[config.mk]
export PLATFORM = sky130hd
export DESIGN_NAME = cic_top
export DESIGN_NICKNAME = d
export VERILOG_FILES = /design/src/core/cic_pkg.sv /design/src/core/cic_flag_bank.sv /design/src/core/cic_top.sv
export SDC_FILE = /design/constraint.sdc
export NUM_CORES = 1
export LEC_CHECK = 0
export BUFFER_PORTS_ARGS = -buffer_cell sky130_fd_sc_hd__buf_2
export CAP_MARGIN = 40
export CORE_MARGIN = 3
export CORE_UTILIZATION = 35
export CTS_CLUSTER_SIZE = 16
export DETAILED_ROUTE_END_ITERATION = 8
export GPL_TIMING_DRIVEN = 1
export PLACE_DENSITY = 0.59
export SYNTH_ARGS = -nofsm -noshare
export SYNTH_HDL_FRONTEND = slang
export SYNTH_SLANG_ARGS = --single-unit
[constraint.sdc]
create_clock -name clk_sys -period 1.37 [get_ports clk_sys]
set_clock_uncertainty 0.1 [all_clocks]
set_input_delay 0.0685 -clock clk_sys [delete_from_list [all_inputs] [get_ports clk_sys]]
set_output_delay 0.0685 -clock clk_sys [all_outputs]
set_load 0.01 [all_outputs]
[src/core/cic_pkg.sv]
// Constants and types shared by the CAN interrupt and mode control block
package cic_pkg;

    // ==========================================================
    // Register bus
    localparam int ADDR_W = 3;
    localparam int DATA_W = 8;
    localparam logic [2:0] OFF_CTRL0 = 3'h0;
    localparam logic [2:0] OFF_CTRL1 = 3'h1;
    localparam logic [2:0] OFF_RFLG = 3'h2;
    localparam logic [2:0] OFF_RIER = 3'h3;
    localparam logic [2:0] OFF_TFLG = 3'h4;
    localparam logic [2:0] OFF_TIER = 3'h5;

    // ==========================================================
    // Control register fields
    localparam int BIT_INIT_REQ = 0;
    localparam int BIT_SLEEP_REQ = 1;
    localparam int BIT_WAKE_EN = 2;
    localparam int BIT_INIT_ACK = 0;
    localparam int BIT_SLEEP_ACK = 1;
    localparam int BIT_MOD_EN = 7;

    // ==========================================================
    // Receive flag and enable register fields, transmit buffer count
    localparam int BIT_RX_FULL = 0;
    localparam int BIT_OVERRUN = 1;
    localparam int POS_TX_ERROR_STATE_FIELD = 2;
    localparam int POS_RX_ERROR_STATE_FIELD = 4;
    localparam int BIT_STATUS_CHG = 6;
    localparam int BIT_WAKE = 7;
    localparam int TX_BUFS = 3;

    // ==========================================================
    // Values after reset
    localparam logic RST_INIT_REQ = 1'b1;
    localparam logic RST_SLEEP_REQ = 1'b0;
    localparam logic RST_WAKE_EN = 1'b0;
    localparam logic RST_MOD_EN = 1'b0;
    localparam logic [7:0] RST_RIER = 8'h00;
    localparam logic [2:0] RST_TIER = 3'h0;
    localparam logic [7:0] RST_DATA = 8'h00;

    // ==========================================================
    // Error counter thresholds
    localparam logic [8:0] CNT_WARN = 9'h060;
    localparam logic [8:0] CNT_PASSIVE = 9'h080;
    localparam logic [8:0] CNT_BUSOFF = 9'h100;

    typedef enum logic [1:0] {
        ERR_OK = 2'b00,
        ERR_WARNING = 2'b01,
        ERR_PASSIVE = 2'b10,
        ERR_BUSOFF = 2'b11
    } cic_err_state_type;

    // Maps an error counter onto its bus state
    function automatic cic_err_state_type cic_err_state(input logic [8:0] cnt);
        if (cnt >= CNT_BUSOFF) begin
            return ERR_BUSOFF;
        end else if (cnt >= CNT_PASSIVE) begin
            return ERR_PASSIVE;
        end else if (cnt >= CNT_WARN) begin
            return ERR_WARNING;
        end
        return ERR_OK;
    endfunction : cic_err_state

endpackage : cic_pkg

[src/core/cic_flag_bank.sv]
// Bank of sticky status flags with write-one clear blocked by a live cause
module cic_flag_bank
    import cic_pkg::*;
#(
    parameter int WIDTH = 1
) (
    // Clock and reset
    input wire logic clk_sys,
    input wire logic rst,
    // Flag control
    input wire logic [WIDTH-1:0] setEvent,
    input wire logic [WIDTH-1:0] causeActive,
    input wire logic [WIDTH-1:0] clearReq,
    input wire logic forceClear,
    // Flag state
    output logic [WIDTH-1:0] flag
);

    logic [WIDTH-1:0] next_flag;

    // ==========================================================
    // Force clear wins; otherwise set wins over a write-one clear, which is void while its cause holds
    always_comb begin
        if (forceClear) begin
            next_flag = '0;
        end else begin
            next_flag = setEvent
                | (flag & ~(clearReq & ~causeActive)); // [RULE_06] [RULE_07]
        end
    end

    always_ff @(posedge clk_sys) begin
        if (rst) begin
            flag <= '0;
        end else begin
            flag <= next_flag;
        end
    end
endmodule : cic_flag_bank

[src/core/cic_top.sv]
// CAN interrupt flags, wake-up gating and sleep/init mode handshakes
// Overview of operation
// RULE_01: Error interrupt on receive FIFO overrun or error state change.
// RULE_02: Flag status change when error counters enter warning, passive, bus-off.
// RULE_03: Transmitter and receiver states shown in separate receive flag fields.
// RULE_04: Each interrupt tied to flags in receive or transmit flag register.
// RULE_05: Interrupt stays asserted while any associated flag is set.
// RULE_06: Writing one clears a flag; writing zero leaves it.
// RULE_07: Clear has no effect while the flag's cause is still present.
// RULE_08: Software clears flags in the handler to acknowledge interrupts.
// RULE_09: Software writes one only to the causing flag, no read-modify-write.
// RULE_10: Wake interrupt needs prior sleep, bus wake enable and interrupt enable.
// RULE_11: Start-up: set module enable, configure in init, clear init request.
// RULE_12: Reconfigure: request sleep, wait acknowledge given only on idle bus.
// RULE_13: Then request init, await acknowledge, configure, clear init request.
// RULE_14: Error interrupt from status-change and overrun flags, each enabled.
// RULE_15: Sleep active only while sleep request and acknowledge are both set.
// RULE_16: Init acknowledge only after all internal domains are in init mode.
// RULE_17: Wake flag set on bus activity in sleep when bus wake enabled.
// RULE_18: Error request is OR of enabled status-change and enabled overrun.
module cic_top
    import cic_pkg::*;
(
    // Clock and reset
    input wire logic clk_sys,
    input wire logic rst,
    // Register port
    input wire logic [ADDR_W-1:0] regAddr,
    input wire logic [DATA_W-1:0] regWrData,
    input wire logic regWrite,
    input wire logic regRead,
    output logic [DATA_W-1:0] regRdData,
    // Protocol core status
    input wire logic rxFifoFull,
    input wire logic rxFifoOverrun,
    input wire logic [TX_BUFS-1:0] txBufEmpty,
    input wire logic [8:0] txErrCount,
    input wire logic [7:0] rxErrCount,
    input wire logic busIdle,
    input wire logic busActivity,
    input wire logic coreInInit,
    input wire logic powerDown,
    // Mode outputs
    output logic moduleEnable,
    output logic initModeActive,
    output logic sleepModeActive,
    // Interrupts
    output logic irqWake,
    output logic irqError,
    output logic irqRx,
    output logic irqTx,
    output logic wakeFromPowerDown
);

    logic initReq, sleepReq, wakeEn, modEn, initSeen, initAck, sleepAck;
    logic next_initReq, next_sleepReq, next_wakeEn, next_modEn;
    logic next_initSeen, next_initAck, next_sleepAck;
    logic [7:0] rier, next_rier;
    logic [TX_BUFS-1:0] tier, next_tier;
    cic_err_state_type txState, rxState, next_txState, next_rxState;
    logic sleepActive, wakeSet, cscSet, wrCtrl0, wrRflg, wrTflg;
    logic [3:0] rxSet, rxCause, rxClear, rxFlag;
    logic [TX_BUFS-1:0] txFlag;
    logic [DATA_W-1:0] next_rdData;
    logic next_irqWake, next_irqError, next_irqRx, next_irqTx, next_wakePd;

    assign wrCtrl0 = regWrite && regAddr == OFF_CTRL0;
    assign wrRflg = regWrite && regAddr == OFF_RFLG;
    assign wrTflg = regWrite && regAddr == OFF_TFLG;
    assign sleepActive = sleepReq && sleepAck; // [RULE_15]

    // ==========================================================
    // Mode control and handshakes
    always_comb begin
        next_initReq = initReq;
        next_sleepReq = sleepReq;
        next_wakeEn = wakeEn;
        next_modEn = modEn;
        next_rier = rier;
        next_tier = tier;
        if (wrCtrl0) begin
            next_wakeEn = regWrData[BIT_WAKE_EN];
            // Requests may only be dropped once acknowledged
            if (regWrData[BIT_INIT_REQ] || initAck) begin
                next_initReq = regWrData[BIT_INIT_REQ];
            end
            if (regWrData[BIT_SLEEP_REQ] || sleepActive) begin
                next_sleepReq = regWrData[BIT_SLEEP_REQ];
            end
        end
        if (regWrite && regAddr == OFF_CTRL1) begin
            next_modEn = regWrData[BIT_MOD_EN];
        end
        if (regWrite && regAddr == OFF_RIER) begin
            next_rier = regWrData;
        end
        if (regWrite && regAddr == OFF_TIER) begin
            next_tier = regWrData[TX_BUFS-1:0];
        end
        // Bus activity ends sleep when bus wake-up is enabled
        if (wakeSet) begin
            next_sleepReq = 1'b0;
        end
        // Init mode puts the interrupt logic back to defaults
        if (initAck) begin
            next_sleepReq = RST_SLEEP_REQ;
            next_rier = RST_RIER;
            next_tier = RST_TIER;
        end
        // Sleep acknowledged only with an idle bus
        next_sleepAck = sleepReq && !wakeSet
            && (sleepAck || busIdle); // [RULE_12]
        // Bus-side stage plus core domain must both be in init
        next_initSeen = initReq;
        next_initAck = initReq && initSeen && coreInInit; // [RULE_16]
    end

    always_ff @(posedge clk_sys) begin
        if (rst) begin
            initReq <= RST_INIT_REQ;
            sleepReq <= RST_SLEEP_REQ;
            wakeEn <= RST_WAKE_EN;
            modEn <= RST_MOD_EN;
            rier <= RST_RIER;
            tier <= RST_TIER;
            sleepAck <= 1'b0;
            initSeen <= 1'b0;
            initAck <= 1'b0;
        end else begin
            initReq <= next_initReq;
            sleepReq <= next_sleepReq;
            wakeEn <= next_wakeEn;
            modEn <= next_modEn;
            rier <= next_rier;
            tier <= next_tier;
            sleepAck <= next_sleepAck;
            initSeen <= next_initSeen;
            initAck <= next_initAck;
        end
    end

    // ==========================================================
    // Error state tracking
    always_comb begin
        next_txState = cic_err_state(txErrCount);
        next_rxState = cic_err_state({1'b0, rxErrCount});
        cscSet = (next_txState != txState && next_txState != ERR_OK)
            || (next_rxState != rxState
            && next_rxState != ERR_OK); // [RULE_02]
    end

    always_ff @(posedge clk_sys) begin
        if (rst) begin
            txState <= ERR_OK;
            rxState <= ERR_OK;
        end else begin
            txState <= next_txState;
            rxState <= next_rxState;
        end
    end

    // ==========================================================
    // Status flags
    assign wakeSet = sleepActive && wakeEn && busActivity; // [RULE_17]
    assign rxSet = {wakeSet, cscSet, rxFifoOverrun, rxFifoFull}; // [RULE_01]
    assign rxCause = {busActivity, 1'b0, rxFifoOverrun, rxFifoFull};
    assign rxClear = wrRflg ? {regWrData[BIT_WAKE], regWrData[BIT_STATUS_CHG],
        regWrData[BIT_OVERRUN], regWrData[BIT_RX_FULL]} : 4'h0;

    cic_flag_bank #(
        .WIDTH(4)
    ) u_rx_flags (
        .clk_sys(clk_sys),
        .rst(rst),
        .setEvent(rxSet),
        .causeActive(rxCause),
        .clearReq(rxClear),
        .forceClear(initAck),
        .flag(rxFlag)
    );

    cic_flag_bank #(
        .WIDTH(TX_BUFS)
    ) u_tx_flags (
        .clk_sys(clk_sys),
        .rst(rst),
        .setEvent(txBufEmpty),
        .causeActive(txBufEmpty),
        .clearReq(wrTflg ? regWrData[TX_BUFS-1:0] : {TX_BUFS{1'b0}}),
        .forceClear(initAck),
        .flag(txFlag)
    );

    // ==========================================================
    // Interrupt requests and read data
    always_comb begin
        next_irqWake = rxFlag[3] && rier[BIT_WAKE]; // [RULE_10]
        next_irqError = (rxFlag[2] && rier[BIT_STATUS_CHG])
            || (rxFlag[1] && rier[BIT_OVERRUN]); // [RULE_14] [RULE_18]
        next_irqRx = rxFlag[0] && rier[BIT_RX_FULL]; // [RULE_04] [RULE_05]
        next_irqTx = |(txFlag & tier); // [RULE_04] [RULE_05]
        next_wakePd = powerDown && next_irqWake && wakeEn; // [RULE_10]
        next_rdData = RST_DATA;
        if (regRead) begin
            unique case (regAddr)
                OFF_CTRL0: next_rdData = {5'h00, wakeEn, sleepReq, initReq};
                OFF_CTRL1: next_rdData = {modEn, 5'h00, sleepAck, initAck};
                OFF_RFLG: next_rdData = {rxFlag[3], rxFlag[2], rxState,
                    txState, rxFlag[1], rxFlag[0]}; // [RULE_03]
                OFF_RIER: next_rdData = rier;
                OFF_TFLG: next_rdData = {5'h00, txFlag};
                OFF_TIER: next_rdData = {5'h00, tier};
                default: next_rdData = RST_DATA;
            endcase
        end
    end

    always_ff @(posedge clk_sys) begin
        if (rst) begin
            irqWake <= 1'b0;
            irqError <= 1'b0;
            irqRx <= 1'b0;
            irqTx <= 1'b0;
            wakeFromPowerDown <= 1'b0;
            regRdData <= RST_DATA;
            moduleEnable <= RST_MOD_EN;
            initModeActive <= 1'b0;
            sleepModeActive <= 1'b0;
        end else begin
            irqWake <= next_irqWake;
            irqError <= next_irqError;
            irqRx <= next_irqRx;
            irqTx <= next_irqTx;
            wakeFromPowerDown <= next_wakePd;
            regRdData <= next_rdData;
            moduleEnable <= modEn;
            initModeActive <= initAck;
            sleepModeActive <= sleepActive;
        end
    end
endmodule : cic_top

* After elaboration in Yosys (flattened, before gate mapping)
Index checks and enable logic that the tools add are counted.
** Operators by class
- Bitwise gates (word level) :: 12
- Muxes and demuxes :: 15
- Reductions and logical operators :: 36
- Eq/ne operators :: 7
- Magnitude comparators :: 5
** Operators with widths (count)
- case mux 8 bit (6 select lines) :: 1
- logical AND 1 bit :: 21
- two-way mux 2 bit :: 7
- AND 3 bit :: 3
- greater-or-equal comparator 9 x 7 -> 1 bit (second input constant) :: 1
- greater-or-equal comparator 9 x 8 -> 1 bit (second input constant) :: 1
- greater-or-equal comparator 9 bit (second input constant) :: 1
- AND 4 bit :: 2
- greater-or-equal comparator 8 x 7 -> 1 bit (second input constant) :: 1
- greater-or-equal comparator 8 bit (second input constant) :: 1
- NOT 4 bit :: 2
- == test 3 x 2 -> 1 bit (second input constant) :: 2
- == test 3 bit (second input constant) :: 2
- NOT 3 bit :: 2
- OR reduction 3 bit :: 2
- logical OR 1 bit :: 5
- two-way mux 1 bit :: 5
- two-way mux 4 bit :: 1
- != test 2 bit :: 2
- OR 4 bit :: 1
- AND reduction 2 bit :: 2
- nonzero test 2 bit :: 2
- OR reduction 2 bit :: 2
- == test 3 x 1 -> 1 bit (second input constant) :: 1
- other kinds (5) :: 5
** Word-level totals
- Word-level logic and storage cells :: 97
- Output and inout port bits :: 16
- Input bits :: 41
- Flip-flop bits (word level) :: 45

* Depth between registers and ports, before layout
- Depth after elaboration :: 9
- Depth in mapped cells :: 6

* Modules after synthesis
From an unflattened synthesis, not the netlist that was laid out.
** Unflattened totals
- Cells, all modules :: 206
- Area, all modules :: 1920.6 µm²
** By module, submodules not included
- cic_top :: cells each 176, area an instance 1649.1 µm², instances 1, seq. area each 760.7 µm²
- cic_flag_bank at u_rx_flags :: cells each 17, area an instance 153.9 µm², instances 1, seq. area each 80.1 µm²
- cic_flag_bank at u_tx_flags :: cells each 13, area an instance 117.6 µm², instances 1, seq. area each 60.1 µm²

* Worst setup path before layout
Ideal clock, no wire load.
- Kind :: reg-to-reg
- From :: register initAck
- To :: register u_rx_flags.flag[2]
- Path slack :: 0.171 ns
- Setup time :: 0.060 ns
- Arrival :: 1.039 ns
- Period minus slack after synthesis :: 1.199 ns
- Cell stages (with the launch flop) :: 5
- Cells stage by stage :: dfxtp_1 or2_1 buf_2 a311oi_1 a311o_1
** On the way
- Word-level cells in the longest chain between the ends :: 1
** RTL lines
- start, declared :: RTL line cic_top.sv:55 : logic initReq, sleepReq, wakeEn, modEn, initSeen, initAck, sleepAck;
- start signal, assigned :: RTL line cic_top.sv:138 : initAck <= next_initAck;
- OR reduction 2 bit (no line)
- end signal, assigned :: RTL line cic_flag_bank.sv:36 : flag <= next_flag;
- end, declared :: RTL line cic_flag_bank.sv:16 : output logic [WIDTH-1:0] flag
No other way between the ends.
A chain may end at the register's enable or synchronous reset.

* Final worst setup path
- From :: input port rxErrCount[7]
- To :: register rxState[0]
** On the way
- Word-level cells in the longest chain between the ends :: 4
** RTL lines
- start, declared :: RTL line cic_top.sv:38 : input wire logic [7:0] rxErrCount,
- greater-or-equal comparator 8 x 7 -> 1 bit :: RTL line cic_pkg.sv:63 : end else if (cnt >= CNT_WARN) begin
- two-way mux 1 bit :: RTL line cic_pkg.sv:63
- two-way mux 1 bit :: RTL line cic_pkg.sv:61 : end else if (cnt >= CNT_PASSIVE) begin
- two-way mux 2 bit * :: RTL line cic_pkg.sv:66 : return ERR_OK;
- end signal, assigned :: RTL line cic_top.sv:158 : rxState <= next_rxState;
- end, declared :: RTL line cic_top.sv:60 : cic_err_state_type txState, rxState, next_txState, next_rxState;
Every way passes the cells marked *; elsewhere a longest branch is shown, timed or not.

==> metrics.txt <==
run status complete, no violations; clock sinks 45; Die Area 5930 um2; max_slew headroom between 70% and 80%; Worst Setup End Kind flip-flop; final core occ 51.3%; worst setup margin 0.0612 ns; most numerous cell in the Yosys netlist dfxtp_1; drt pass-1 iters 4; Initial Util 36.9%; critical path type in2reg; synthesized instance count 186; Cell Count, Final, Fillers Out around 330; io pins 57; synth cell count leaders dfxtp_1 (45), nand2_1 (31), nor2_1 (24), a21oi_1 (14), mux2i_1 (11); TritonCTS clock tree done; root buf cell clkbuf_8; Die Y roughly 77 um; largest cells by area after synthesis dfxtp_1 (51%), nand2_1 (6.6%), mux2i_1 (6.2%); Clock Latency Late Sink 0.30 ns; share of cells above drive strength 1 around a quarter; syn_area_per_cell 9.49 um2; CTS buffer count 5; area post-placement 2100 um2; placed insts 300; IO buf count 46; Final Hold Fails 0; routability cong. 0.769; via count 1560; number of diodes 0; maxcap violations 0; largest net degree at the start of global routing 14; Synth warnings 0; Longest Clk Path Bufs 2; Post-Route WL around 4.4 mm; area share of the leading cell type in the synthesized netlist 51.0%; Layout Nets 304; synth unique cells 38; Peak VDD IR 0.000495 V; R2R depth 4; Setup crit start rxErrCount[7]; post-synthesis sequential area ratio 51.0%; CP Data Arrival Time between 1 and 1.5 ns; RR Startpoint txState[1]$_SDFF_PP0_; worst-margin pin slew 0.356 ns; CP Data Required Time 1.52 ns; Synth async-reset ratio 0%; Hold Path Class in2reg; final instance area 2450 um2; hold path depth 3; startpoint types input pin; fillers 453; total gr overflow 0; top cell type by total area after synthesis dfxtp_1; syn nets 227; Hold Startpoint regRead; first-pass GRT wire length 7.20 mm; Hold WS roughly 0.039 ns; antenna-violating nets left 0; Layout area overhead 39.0%; Final Slew Violations 0; DRC 0; Final Cycle Share around 96%; Post-synth EDFFs 0; htree depth 2; post-synthesis register bit count 45; FP Rows 25; WL per Instance 13.2 um; Pleak 1.07 nW; Top FF cell, synth dfxtp_1; Final setup violation count 0; Setup TNS Final 0 ns; dpl ws around 0.084 ns; Worst-path clk slew 0.08 ns; number of global-route vias before repair 1503; initial antenna violation count 0; GRT Util Overall 15.4%; Pwr Total 2.70 mW; initial DRC count 92; RSZ-0062 raised after global routing false; CP max FO 4; DP HPWL 3.08 mm; cell area after synthesis 1770 um2; fin crit period 1.31 ns; Vias/cell roughly 4.7; FMAX 0.764 GHz; Chip Width 77.0 um; power density over the cells roughly 1100 nW/um2; CORE AREA 4790 um2
[cell usage in the layout (no fill, tap or decap), types with 2 or more instances in the layout]
master         count
o21ai_0            2
clkbuf_8           6
buf_4              9
nor2_1            24
a22oi_1            4
nand2_1           31
dfxtp_1           45
mux4_1             2
and3_1             3
nor2b_1            5
o2bb2ai_1          2
mux2i_1           11
a21oi_1           14
nand3_1            4
buf_2             46
and4bb_2           2
nand2b_1           2
inv_1              5
a31oi_1            3
dlygate4sd3_1     23
[logic make-up after synthesis]
| group | synth area share (%) |
|---|---|
| flops | 51.0 |
| compound gates | 12.1 |
| buf+inv | 3.90 |
| mux | 9.85 |
| simple gates | 23.1 |
[area by class of cell]
cell class	instances	area [um2]	share of cell area (%)
Clock buffer	7	86.3	3.52
Sequential cell	45	901	36.7
Clock inverter	1	30.0	1.22
Tap cell	67	83.8	3.42
Inverter	5	18.8	0.765
Multi-Input combinational cell	128	806	32.8
Timing Repair Buffer	78	528	21.5
[final timing paths]
kind	slack, ns	endpoint
min	0.04	regRdData[1]$_SDFF_PP0_
max	0.06	rxState[0]$_SDFF_PP0_
min reg2reg	0.35	rier[4]$_SDFFE_PP0P_
max reg2reg	0.12	u_rx_flags.flag[2]$_SDFF_PP0_
[worst max-delay path, cell delays in order]
cell and delay, ns:
dlygate4sd3_1 0.53, buf_2 0.15, nor3_2 0.16, dlygate4sd3_1 0.55
[repair_timing]
action,CTS,global route
setup buffers,0,0
gates resized for setup,0,2
hold endpoints to repair,27,0
setup endpoints to repair,0,2
hold buffers,23,0
[power breakdown]
part	internal (mW)	total, mW	switching, mW
logic	0.151	0.281	0.130
clock network	0.595	1.04	0.450
registers	1.35	1.37	0.0286
[registers in the layout, summed over array words and instances (netlist names), 2 cells and up]
name,cells
regRdData,8
rier,8
rxState,2
tier,3
txState,2
u_rx_flags.flag,4
u_tx_flags.flag,3
[per-layer routing]
| layer | global-route usage, % | vias to the layer above | part of all wire [%] |
|---|---|---|---|
| met5 | 0 | - | 0 |
| met4 | 6.05 | 0 | 1.4 |
| met3 | 3.64 | 6 | 4.7 |
| met2 | 24.8 | 39 | 47 |
| met1 | 20.0 | 707 | 47 |
| li1 | - | 808 | - |
(Power assumes the default switching activity.)
